--- config.mk ---
export PLATFORM = sky130hd
export DESIGN_NAME = slcc_top
export DESIGN_NICKNAME = d
export VERILOG_FILES = /design/src/slcc_pkg.sv /design/src/slcc_sync.sv /design/src/slcc_top.sv
export VERILOG_INCLUDE_DIRS = /design/src
export SDC_FILE = /design/constraint.sdc
export NUM_CORES = 1
export LEC_CHECK = 0
export CAP_MARGIN = 30
export CORE_AREA = 2 2 81 122
export CTS_CLUSTER_DIAMETER = 120
export CTS_CLUSTER_SIZE = 16
export DETAILED_ROUTE_END_ITERATION = 8
export DIE_AREA = 0 0 83 124
export DONT_BUFFER_PORTS = 1
export GPL_TIMING_DRIVEN = 0
export HOLD_SLACK_MARGIN = 0.12
export PLACE_DENSITY = 0.62
export SYNTH_ARGS = -nofsm -noshare
export SYNTH_HDL_FRONTEND = slang
export SYNTH_SLANG_ARGS = --single-unit
--- constraint.sdc ---
create_clock -name sys_clk -period 3.2 [get_ports sys_clk]
set_clock_uncertainty 0.2 [all_clocks]
set_input_delay 0.96 -clock sys_clk [delete_from_list [all_inputs] [get_ports sys_clk]]
set_output_delay 0.96 -clock sys_clk [all_outputs]
set_load 0.005 [all_outputs]
--- src/slcc_regs.svh ---
// Purpose: Register offsets, field positions, reset values and timing figures of the sleep clock calibration block.
// Assumes: Byte-wide registers on a 10-bit register address.
// Notes: Definitions only.
`ifndef SLCC_REGS_SVH
`define SLCC_REGS_SVH

`define SLCC_ADDR_W 10
`define SLCC_OFS_SRC_SEL 10'h207
`define SLCC_OFS_TUNE 10'h208
`define SLCC_OFS_CNT_LO 10'h209
`define SLCC_OFS_CNT_MID 10'h20A
`define SLCC_OFS_CTRL 10'h20C
`define SLCC_OFS_DIV 10'h211
`define SLCC_OFS_INT_STAT 10'h230
`define SLCC_OFS_INT_MASK 10'h231

`define SLCC_SRC_MSB 7
`define SLCC_SRC_LSB 6
`define SLCC_SRC_INT100K 2'h2
`define SLCC_SRC_EXT32K 2'h1
`define SLCC_TUNE_BIT 4
`define SLCC_DONE_BIT 7
`define SLCC_START_BIT 4
`define SLCC_CNT_HI_MSB 3
`define SLCC_INT_DONE_BIT 0

`define SLCC_RST_SRC 2'h0
`define SLCC_RST_TUNE 1'h0
`define SLCC_RST_DIV 5'h00
`define SLCC_RST_CNT 20'h00000
`define SLCC_RST_BYTE 8'h00

`define SLCC_CLK_MHZ 25
`define SLCC_CLK_NS (1000 / `SLCC_CLK_MHZ)
`define SLCC_TICK_NS 50
`define SLCC_PERIODS 16

`endif

--- src/slcc_pkg.sv ---
// Purpose: Shared types of the sleep clock calibration block.
// Assumes: slcc_regs.svh gives the address width.
// Notes: Types only.
`default_nettype none
`include "slcc_regs.svh"

package slcc_pkg;

	typedef struct packed {
		logic [`SLCC_ADDR_W-1:0] addr;
		logic [7:0] wdata;
		logic wr;
		logic rd;
	} slcc_bus_req_t;

	typedef enum logic [1:0] {
		SLCC_IDLE,
		SLCC_ALIGN,
		SLCC_MEASURE
	} slcc_state_t;

endpackage

`default_nettype wire

--- src/slcc_sync.sv ---
// Purpose: Two-stage synchroniser for an oscillator pin.
// Assumes: The pin is asynchronous to sys_clk.
// Notes: The first stage feeds only the second.
`timescale 1ns/1ps
`default_nettype none

module slcc_sync (
	input wire logic sys_clk, // System clock.
	input wire logic nrst, // Synchronous reset, active low.
	input wire logic async_in, // Asynchronous pin level.
	output logic sync_out // Level in the sys_clk domain.
);

	logic meta_r;
	logic sync_r;

	always_ff @(posedge sys_clk) begin
		if (!nrst) begin
			meta_r <= 1'h0;
			sync_r <= 1'h0;
		end else begin
			meta_r <= async_in;
			sync_r <= meta_r;
		end
	end

	assign sync_out = sync_r;

endmodule // slcc_sync

`default_nettype wire

--- src/slcc_top.sv ---
// Purpose: Sleep clock source selection and calibration counter.
// Assumes: 25 MHz sys_clk; oscillator pins asynchronous to it.
// Notes: Reserved bits are not stored and read back as zero, except in the interrupt mask register, which stores all eight bits.
// Function
// Bits 7:6 pick the source: 10 internal 100 kHz, 01 external 32 kHz.
// Software writes zero to reserved bits 5:0 of the source register.
// Tuning bit 4 resets to 0; software should set it to 1.
// Software keeps reserved tuning register bits 7:5 and 3:0 at zero.
// Count spans 16 consecutive low-power clock periods in a 20-bit value.
// The count advances in 50 ns ticks.
// Count bytes at 0x209, 0x20A, bits 19:16 in control; read-only, reset zero.
// Measured period follows the selected source and five-bit divisor.
// Read-only done flag at control bit 7 sets when counting completes.
// Writing 1 to start bit 4 begins counting; hardware clears it.
// A new start clears the done flag and restarts the count at zero.
`timescale 1ns/1ps
`default_nettype none
`include "slcc_regs.svh"

module slcc_top
	import slcc_pkg::*;
#(
	parameter int CNT_W = 20,
	parameter int DIV_W = 5,
	parameter int PERIODS = `SLCC_PERIODS
) (
	input wire logic sys_clk, // System clock, 25 MHz.
	input wire logic nrst, // Synchronous reset, active low.
	input wire slcc_bus_req_t bus_req, // Register access request.
	output logic [7:0] rd_data, // Read data, one cycle after the read strobe.
	input wire logic osc100k_pin, // Internal 100 kHz oscillator output.
	input wire logic osc32k_pin, // External 32 kHz crystal oscillator output.
	output logic [1:0] lowpower_clock_source, // Selected source code.
	output logic oscillator_tuning_bit, // Oscillator tuning control.
	output logic lowpower_clock, // One-cycle pulse per low-power clock period.
	output logic calibration_busy, // High while a measurement runs.
	output logic irq // Level interrupt.
);

	localparam int PER_W = $clog2(PERIODS);
	localparam logic [6:0] CLK_NS = 7'(`SLCC_CLK_NS);
	localparam logic [6:0] TICK_NS = 7'(`SLCC_TICK_NS);
	localparam logic [PER_W-1:0] LAST_PER = PER_W'(PERIODS - 1);
	localparam logic [CNT_W-1:0] CNT_MAX = '1;

	logic s100;
	logic s32;

	slcc_sync u_sync100 (
		.sys_clk(sys_clk),
		.nrst(nrst),
		.async_in(osc100k_pin),
		.sync_out(s100)
	);

	slcc_sync u_sync32 (
		.sys_clk(sys_clk),
		.nrst(nrst),
		.async_in(osc32k_pin),
		.sync_out(s32)
	);

	// Register bank.
	logic [1:0] src_r, src_nxt;
	logic tune_r, tune_nxt;
	logic [DIV_W-1:0] div_r, div_nxt;
	logic start_r, start_nxt;
	logic [7:0] stat_r, stat_nxt;
	logic [7:0] mask_r, mask_nxt;
	logic [7:0] rd_r, rd_nxt;

	// Measurement state.
	slcc_state_t state_r, state_nxt;
	logic [CNT_W-1:0] cnt_r, cnt_nxt;
	logic [PER_W-1:0] per_r, per_nxt;
	logic done_r, done_nxt;
	logic done_evt;

	// Low-power clock derivation.
	logic src_lvl;
	logic src_prev_r;
	logic src_rise;
	logic [DIV_W-1:0] dcnt_r, dcnt_nxt;
	logic lp_edge;
	logic lp_pulse_r;

	// Tick timebase.
	logic [6:0] acc_r, acc_nxt;
	logic [6:0] acc_sum;
	logic tick;

	logic wr_hit_src, wr_hit_tune, wr_hit_ctrl, wr_hit_div, wr_hit_stat, wr_hit_mask;

	assign wr_hit_src = bus_req.wr && (bus_req.addr == `SLCC_OFS_SRC_SEL);
	assign wr_hit_tune = bus_req.wr && (bus_req.addr == `SLCC_OFS_TUNE);
	assign wr_hit_ctrl = bus_req.wr && (bus_req.addr == `SLCC_OFS_CTRL);
	assign wr_hit_div = bus_req.wr && (bus_req.addr == `SLCC_OFS_DIV);
	assign wr_hit_stat = bus_req.wr && (bus_req.addr == `SLCC_OFS_INT_STAT);
	assign wr_hit_mask = bus_req.wr && (bus_req.addr == `SLCC_OFS_INT_MASK);

	// Reserved bits are not stored and read back as zero, except in the interrupt mask, which stores all eight bits.
	always_comb begin
		src_nxt = wr_hit_src ? bus_req.wdata[`SLCC_SRC_MSB:`SLCC_SRC_LSB] : src_r;
		tune_nxt = wr_hit_tune ? bus_req.wdata[`SLCC_TUNE_BIT] : tune_r;
		div_nxt = wr_hit_div ? bus_req.wdata[DIV_W-1:0] : div_r;
		start_nxt = wr_hit_ctrl && bus_req.wdata[`SLCC_START_BIT];
		mask_nxt = wr_hit_mask ? bus_req.wdata : mask_r;
		stat_nxt = stat_r & ~(wr_hit_stat ? bus_req.wdata : 8'h00);
		stat_nxt[`SLCC_INT_DONE_BIT] = stat_nxt[`SLCC_INT_DONE_BIT] | done_evt;
		rd_nxt = 8'h00;
		if (bus_req.rd) begin
			case (bus_req.addr)
				`SLCC_OFS_SRC_SEL: rd_nxt = {src_r, 6'h00};
				`SLCC_OFS_TUNE: rd_nxt = {3'h0, tune_r, 4'h0};
				`SLCC_OFS_CNT_LO: rd_nxt = cnt_r[7:0];
				`SLCC_OFS_CNT_MID: rd_nxt = cnt_r[15:8];
				`SLCC_OFS_CTRL: rd_nxt = {done_r, 2'h0, start_r, cnt_r[19:16]};
				`SLCC_OFS_DIV: rd_nxt = 8'(div_r);
				`SLCC_OFS_INT_STAT: rd_nxt = stat_r;
				`SLCC_OFS_INT_MASK: rd_nxt = mask_r;
				default: rd_nxt = 8'h00;
			endcase
		end
	end

	always_ff @(posedge sys_clk) begin
		if (!nrst) begin
			src_r <= `SLCC_RST_SRC;
			tune_r <= `SLCC_RST_TUNE;
			div_r <= `SLCC_RST_DIV;
			start_r <= 1'h0;
			stat_r <= `SLCC_RST_BYTE;
			mask_r <= `SLCC_RST_BYTE;
			rd_r <= `SLCC_RST_BYTE;
		end else begin
			src_r <= src_nxt;
			tune_r <= tune_nxt;
			div_r <= div_nxt;
			start_r <= start_nxt;
			stat_r <= stat_nxt;
			mask_r <= mask_nxt;
			rd_r <= rd_nxt;
		end
	end

	// Only the two documented codes yield a clock; other codes stall it.
	always_comb begin
		case (src_r)
			`SLCC_SRC_INT100K: src_lvl = s100;
			`SLCC_SRC_EXT32K: src_lvl = s32;
			default: src_lvl = 1'h0;
		endcase
	end

	assign src_rise = src_lvl && !src_prev_r;
	// One low-power period spans divisor plus one source periods; a lowered divisor acts at the next edge.
	assign lp_edge = src_rise && (dcnt_r >= div_r);

	always_comb begin
		dcnt_nxt = dcnt_r;
		if (src_rise) begin
			dcnt_nxt = lp_edge ? '0 : dcnt_r + 1'b1;
		end
	end

	always_ff @(posedge sys_clk) begin
		if (!nrst) begin
			src_prev_r <= 1'h0;
			dcnt_r <= '0;
			lp_pulse_r <= 1'h0;
		end else begin
			src_prev_r <= src_lvl;
			dcnt_r <= dcnt_nxt;
			lp_pulse_r <= lp_edge;
		end
	end

	// A 40 ns clock builds 50 ns ticks by carrying the remainder forward.
	assign acc_sum = acc_r + CLK_NS;
	assign tick = acc_sum >= TICK_NS;

	always_comb begin
		acc_nxt = tick ? acc_sum - TICK_NS : acc_sum;
	end

	always_ff @(posedge sys_clk) begin
		if (!nrst) begin
			acc_r <= 7'h00;
		end else begin
			acc_r <= acc_nxt;
		end
	end

	// Counting opens on a low-power edge and closes on the sixteenth edge after it.
	always_comb begin
		state_nxt = state_r;
		cnt_nxt = cnt_r;
		per_nxt = per_r;
		done_nxt = done_r;
		done_evt = 1'h0;
		if (start_r) begin
			state_nxt = SLCC_ALIGN;
			cnt_nxt = `SLCC_RST_CNT;
			per_nxt = '0;
			done_nxt = 1'h0;
		end else begin
			case (state_r)
				SLCC_IDLE: begin
					state_nxt = SLCC_IDLE;
				end
				SLCC_ALIGN: begin
					if (lp_edge) begin
						state_nxt = SLCC_MEASURE;
					end
				end
				SLCC_MEASURE: begin
					if (tick && cnt_r != CNT_MAX) begin
						cnt_nxt = cnt_r + 1'b1;
					end
					if (lp_edge) begin
						per_nxt = per_r + 1'b1;
						if (per_r == LAST_PER) begin
							state_nxt = SLCC_IDLE;
							done_nxt = 1'h1;
							done_evt = 1'h1;
						end
					end
				end
				default: begin
					state_nxt = SLCC_IDLE;
				end
			endcase
		end
	end

	always_ff @(posedge sys_clk) begin
		if (!nrst) begin
			state_r <= SLCC_IDLE;
			cnt_r <= `SLCC_RST_CNT;
			per_r <= '0;
			done_r <= 1'h0;
		end else begin
			state_r <= state_nxt;
			cnt_r <= cnt_nxt;
			per_r <= per_nxt;
			done_r <= done_nxt;
		end
	end

	assign rd_data = rd_r;
	assign lowpower_clock_source = src_r;
	assign oscillator_tuning_bit = tune_r;
	assign lowpower_clock = lp_pulse_r;
	assign calibration_busy = (state_r != SLCC_IDLE);
	assign irq = |(stat_r & mask_r);
endmodule // slcc_top

`default_nettype wire
# Yosys cells after proc, flatten, opt, wreduce, memory -nomap -nowiden
# Index checks and enable logic that the tools add are counted.
# Widths: inputs -> output; s select.
# classes
addsub	5
order_cmp	2
eq_ne	20
n_mux	14
bitwise	5
reduce_logical	20
# ops
cell	count
$eq 10x10->1 const B	8
$pmux 8 s8	1
$add 20x1->20 const B	1
$ne 20x20->1 const B	1
$and 8x8->8	2
$logic_and 1x1->1	10
$ne 3x3->1 const B	3
$reduce_and 3->1	3
$mux 8	1
$not 8->8	1
$reduce_or 8->1	1
$add 7x6->7 const B	1
$ge 7x6->1 const B	1
$mux 7	1
$sub 7x6->7 const B	1
$mux 2	3
$ne 2x2->1 const B	3
$reduce_and 2->1	3
$add 5x1->5 const B	1
$ge 5x5->1	1
$mux 1	5
$mux 5	1
$add 4x1->4 const B	1
$eq 2x1->1 const B	2
9 further kinds	10
# word_totals
reg_bits	78
input_bits	24
output_inout_bits	14
word_cells	86

# Depth between registers and ports, before layout
# logic_depth
ltp_word	8
mapped_depth	8
depth_no_buf	7

# Hierarchy
# A second synthesis with hierarchy kept.
# hier_totals
cells_unflattened	451
hier_area_um2	3749.8
# by_module_without_submodules
module	instances	cells_each	area_per_inst_um2	seq_area_each_um2
slcc_top	1	443	3644.7	1461.4
slcc_sync	2	4	52.6	40.0

# Worst setup path before layout
# No wires, ideal clock.
# synth_path
kind	input to register
startpoint	input bus_req[11] (netlist name)
endpoint	register stat_r[1]
setup_ps	117
arrival_time_ps	2443
t_required_ps	2883
path_slack_ps	440
stages	7
n_path_buf	3
path_cell_list	clkbuf_1 -> or4b_1 -> buf_2 -> nor4_4 -> and2_0 -> buf_2 -> a21oi_1
# synth_via
elab_chain_cells	5
# synth_rtl
element	line	rtl
from (decl)	slcc_top.sv:29	input wire slcc_bus_req_t bus_req,
$eq 10x10->1	--	
$logic_and 1x1->1	slcc_top.sv:98	assign wr_hit_stat = bus_req.wr && (bus_req.addr == `SLCC_OFS_INT_STAT);
$mux 8	slcc_top.sv:108	stat_nxt = stat_r & ~(wr_hit_stat ? bus_req.wdata : 8'h00);
$not 8->8	slcc_top.sv:108	
$and 8x8->8	slcc_top.sv:108	
to (signal assigned)	slcc_top.sv:132	stat_r <= `SLCC_RST_BYTE;
to (signal assigned)	slcc_top.sv:140	stat_r <= stat_nxt;
to (decl)	slcc_top.sv:68	logic [7:0] stat_r, stat_nxt;
# Every way passes these cells.
# A chain may end at the register's enable or synchronous reset.

# Worst setup path in the final report
# layout_path
startpoint	input bus_req[11] (netlist name)
endpoint	register stat_r[7]
# The elaborated chain is that of the path after synthesis.

==> metrics.txt <==
# TYPE chip_impl_metric gauge
chip_impl_info{name="run_status",value="finished clean"} 1
chip_impl_metric{name="yosys_register_bits",unit=""} 77
chip_impl_metric{name="vias",unit=""} 3648
chip_impl_metric{name="static-leakage-power",unit="nW"} 1.53
chip_impl_metric{name="number_of_placement_rows",unit=""} 43
chip_impl_metric{name="start_util",unit=""} 0.432
chip_impl_metric{name="storage_cell_area",unit="um^2"} 1540
chip_impl_metric{name="worst_pin_slew",unit="ns"} 0.857
chip_impl_info{name="tritoncts",value="built"} 1
chip_impl_metric{name="grt.overflow.total",unit=""} 0
chip_impl_metric{name="multi_input_area",unit="um^2"} 2290
chip_impl_metric{name="final_max_slew_violation_count",unit=""} 0
chip_impl_metric{name="synth_top_cell_area_share",unit=""} 0.388
chip_impl_metric{name="synthCells",unit=""} 462
chip_impl_info{name="cts_root_buf",value="sky130_fd_sc_hd__clkbuf_16"} 1
chip_impl_metric{name="number_of_antenna_violations_at_the_first_check_in_global_routing",unit=""} 0
chip_impl_metric{name="core_area",unit="um^2"} 9200
chip_impl_metric{name="clock_insertion_delay_worst_skew",unit="ns"} 0.35
chip_impl_info{name="holdCritPathClass",value="flop to flop"} 1
chip_impl_metric{name="finalWorstPathRequiredPeriod",unit="ns"} 2.77
chip_impl_metric{name="drc_errors",unit=""} 0
chip_impl_info{name="timing_worst_setup_path_type",value="input pin to flop"} 1
chip_impl_metric{name="fmax",unit="GHz"} 0.361
chip_impl_metric{name="final.hold.worst_slack",unit="ns"} 0.236
chip_impl_metric{name="async_reset_ff_frac",unit=""} 0
chip_impl_metric{name="grt_pass1_vias",unit=""} 3497
chip_impl_metric{name="clockBufferDepth",unit=""} 2
chip_impl_metric{name="cts_buffers",unit=""} 9
chip_impl_metric{name="edff_count_synth",unit=""} 0
chip_impl_metric{name="filler_cell_count",unit=""} 893
chip_impl_metric{name="worst-path-max-fanout",unit=""} 10
chip_impl_metric{name="syn-cell-area",unit="um^2"} 3980
chip_impl_metric{name="synth_sequential_area_ratio",unit=""} 0.388
chip_impl_metric{name="cts.sinks",unit=""} 77
chip_impl_metric{name="ios",unit=""} 38
chip_impl_metric{name="critPathRequiredTime",unit="ns"} 3.24
chip_impl_metric{name="antenna_cells",unit=""} 0
chip_impl_metric{name="hold_violations",unit=""} 0
chip_impl_metric{name="cts_repair_resize_count",unit=""} 0
chip_impl_metric{name="placement.io_buffers",unit=""} 0
chip_impl_metric{name="timing.slew.headroom",unit=""} 0.424
chip_impl_metric{name="max-cap-violations",unit=""} 0
chip_impl_metric{name="cts_hold_buf",unit=""} 0
chip_impl_info{name="synth_area_leader_cell",value="sky130_fd_sc_hd__dfxtp_1"} 1
chip_impl_metric{name="power_per_cell_area",unit="nW/um^2"} 572
chip_impl_metric{name="critical_path_arrival",unit="ns"} 2.80
chip_impl_metric{name="die_width",unit="um"} 83
chip_impl_metric{name="grt_first_pass_wirelength",unit="um"} 17900
chip_impl_metric{name="setup_tns",unit="ns"} 0
chip_impl_metric{name="mappedNetlistNets",unit=""} 501
chip_impl_metric{name="post_drt_wl_per_cell",unit="um"} 18.8
chip_impl_info{name="ys.flop_type",value="sky130_fd_sc_hd__dfxtp_1"} 1
chip_impl_metric{name="drtAntennaViolNets",unit=""} 0
chip_impl_info{name="worstSetupEndpointType",value="flop"} 1
chip_impl_metric{name="worst_setup_hold_path_clk_slew",unit="ns"} 0.07
chip_impl_metric{name="postCtsSetupRepairBufs",unit=""} 0
chip_impl_info{name="cp-start-kind",value="input pin"} 1
chip_impl_metric{name="mean_syn_cell_area",unit="um^2"} 8.61
chip_impl_metric{name="drive_above_1_share",unit=""} 0.0858
chip_impl_metric{name="grt.total_usage",unit=""} 0.221
chip_impl_metric{name="setup_viol_count_final",unit=""} 0
chip_impl_metric{name="count_of_distinct_cell_types_in_the_synthesized_netlist",unit=""} 55
chip_impl_metric{name="drt-initial-drc-count",unit=""} 271
chip_impl_metric{name="dpl.hpwl",unit="um"} 8220
chip_impl_metric{name="syn_to_final_growth",unit="%"} 11.4
chip_impl_info{name="grt_setup_unrepaired",value="no"} 1
chip_impl_metric{name="finalWirelength",unit="um"} 11100
chip_impl_info{name="synth_area_leaders",value="sky130_fd_sc_hd__dfxtp_1, sky130_fd_sc_hd__a21oi_1, sky130_fd_sc_hd__ha_1"} 1
chip_impl_metric{name="floorplan.die_area",unit="um^2"} 10300
chip_impl_metric{name="chipHeight",unit="um"} 124
chip_impl_metric{name="cts_htree_levels",unit=""} 3
chip_impl_metric{name="detail_route.first_pass.iterations",unit=""} 5
chip_impl_metric{name="maximum_number_of_pins_on_one_net_before_global_route_repair",unit=""} 17
chip_impl_metric{name="route.detailed.vias_per_inst",unit=""} 6.18
chip_impl_metric{name="vdd.ir_drop.worst",unit="mV"} 0.390
chip_impl_metric{name="final.period_utilization",unit=""} 0.865
chip_impl_metric{name="fin_nets",unit=""} 512
chip_impl_metric{name="yosys_warnings",unit=""} 0
chip_impl_metric{name="gp_congestion",unit=""} 0.866
## per-stage QoR
stage	setup slack [ns]	utilization	std cells	instance area [um^2]	total power, W
6_report	0.432	0.482	590	4430	0.00253
5_1_grt	0.195	0.482	590	4430	0.00265
4_1_cts	0.462	0.482	590	4430	0.00255
3_5_place_dp	0.103	0.448	574	4120	0.00147
3_3_place_gp	0.125	0.448	574	4120	0.00146
2_1_floorplan	0.440	-	462	3980	0.00139
## cells in the mapped netlist (5+ instances only)
master / number
sky130_fd_sc_hd__a22oi_1: 15
sky130_fd_sc_hd__nor3_1: 12
sky130_fd_sc_hd__clkbuf_1: 15
sky130_fd_sc_hd__inv_1: 17
sky130_fd_sc_hd__a21oi_1: 50
sky130_fd_sc_hd__nand4_1: 9
sky130_fd_sc_hd__and2_1: 6
sky130_fd_sc_hd__dfxtp_1: 77
sky130_fd_sc_hd__nand2b_1: 7
sky130_fd_sc_hd__nand2_1: 47
sky130_fd_sc_hd__a211oi_1: 7
sky130_fd_sc_hd__mux2i_1: 10
sky130_fd_sc_hd__ha_1: 15
sky130_fd_sc_hd__xnor2_1: 7
sky130_fd_sc_hd__or2_2: 6
sky130_fd_sc_hd__or4_1: 8
sky130_fd_sc_hd__o21ai_0: 8
sky130_fd_sc_hd__a22o_1: 7
sky130_fd_sc_hd__o31ai_1: 13
sky130_fd_sc_hd__nand3_1: 24
sky130_fd_sc_hd__buf_2: 5
sky130_fd_sc_hd__nor2_1: 20
sky130_fd_sc_hd__a31oi_1: 7
sky130_fd_sc_hd__and3_1: 8
## worst paths after layout
kind | slack, ns | endpoint | depth (start not counted) | from
max reg2reg | 0.55 | per_r[2] | 6 | lowpower_clock_source[0]
min reg2reg | 0.24 | u_sync100.sync_out | 1 | u_sync100.meta_r
min | 0.24 | u_sync100.sync_out | 1 | u_sync100.meta_r
max | 0.43 | stat_r[7] | 7 | bus_req[11]
## sequential cells by signal, indices dropped and copies added (netlist names), 2 cells and up
register	count
cnt_r	20
acc_r	6
per_r	4
state_r	2
rd_data	8
mask_r	8
dcnt_r	5
lowpower_clock_source	2
div_r	5
stat_r	8
## layout by cell type, fill, tap and decap left out, types with 3 or more instances in the layout
cell	n
sky130_fd_sc_hd__dfxtp_1	77
sky130_fd_sc_hd__a21oi_1	50
sky130_fd_sc_hd__nand2_1	47
sky130_fd_sc_hd__nand3_1	24
sky130_fd_sc_hd__nor2_1	20
sky130_fd_sc_hd__inv_1	17
sky130_fd_sc_hd__a22oi_1	15
sky130_fd_sc_hd__clkbuf_1	15
sky130_fd_sc_hd__ha_1	15
sky130_fd_sc_hd__o31ai_1	13
sky130_fd_sc_hd__nor3_1	12
sky130_fd_sc_hd__mux2i_1	10
sky130_fd_sc_hd__nand4_1	9
sky130_fd_sc_hd__clkbuf_16	9
sky130_fd_sc_hd__o21ai_0	8
sky130_fd_sc_hd__and3_1	8
sky130_fd_sc_hd__or4_1	8
sky130_fd_sc_hd__a22o_1	7
sky130_fd_sc_hd__a211oi_1	7
sky130_fd_sc_hd__nand2b_1	7
sky130_fd_sc_hd__xnor2_1	7
sky130_fd_sc_hd__a31oi_1	7
sky130_fd_sc_hd__or2_2	6
sky130_fd_sc_hd__and2_1	6
sky130_fd_sc_hd__buf_2	5
sky130_fd_sc_hd__nor2b_1	4
sky130_fd_sc_hd__a222oi_1	4
sky130_fd_sc_hd__o21a_1	4
sky130_fd_sc_hd__and4_1	4
sky130_fd_sc_hd__nor4_1	3
sky130_fd_sc_hd__and4b_1	3
sky130_fd_sc_hd__nor4_4	3
sky130_fd_sc_hd__or3_1	3
sky130_fd_sc_hd__nor3b_1	3
sky130_fd_sc_hd__o311ai_0	3
sky130_fd_sc_hd__or3_2	3
sky130_fd_sc_hd__inv_6	3
## logic make-up after synthesis
| logic type | share of synthesized area |
|---|---|
| AO/OA/AOI/OAI | 0.216 |
| XOR/XNOR | 0.0176 |
| adder cells (fa/ha/maj) | 0.0472 |
| buffers and inverters | 0.0374 |
| flip-flops | 0.388 |
| multiplexers | 0.0252 |
| AND/OR/NAND/NOR | 0.269 |
## cell type report
type	instances	share of cell area
multi-input combinational	347	0.516
sequential	77	0.348
clock buffer	9	0.0508
tap	112	0.0316
clock inverter	7	0.0198
buffer	20	0.0184
inverter	18	0.0152
## worst max-delay path, cell delays in order
cell and delay (ns):
sky130_fd_sc_hd__clkbuf_1 0.18, sky130_fd_sc_hd__or4b_1 0.50, sky130_fd_sc_hd__buf_2 0.21, sky130_fd_sc_hd__nor4_4 0.49, sky130_fd_sc_hd__and2_0 0.19, sky130_fd_sc_hd__buf_2 0.19
sky130_fd_sc_hd__a21oi_1 0.09
## report_power, final
part	internal [W]	leakage, nW	switching, W
Combinational	0.000164	0.757	0.000254
Clock	0.000625	0.155	0.000455
Sequential	0.000996	0.622	0.0000390
## layer usage
metal | routed length, um | up-vias | global-route usage
met4 | 492 | 0 | 0.124
met5 | 0 | - | 0
met3 | 504 | 40 | 0.0490
met1 | 4370 | 1726 | 0.240
li1 | - | 1764 | -
met2 | 5730 | 118 | 0.397
Note: power is estimated with default switching activity, not from simulation.
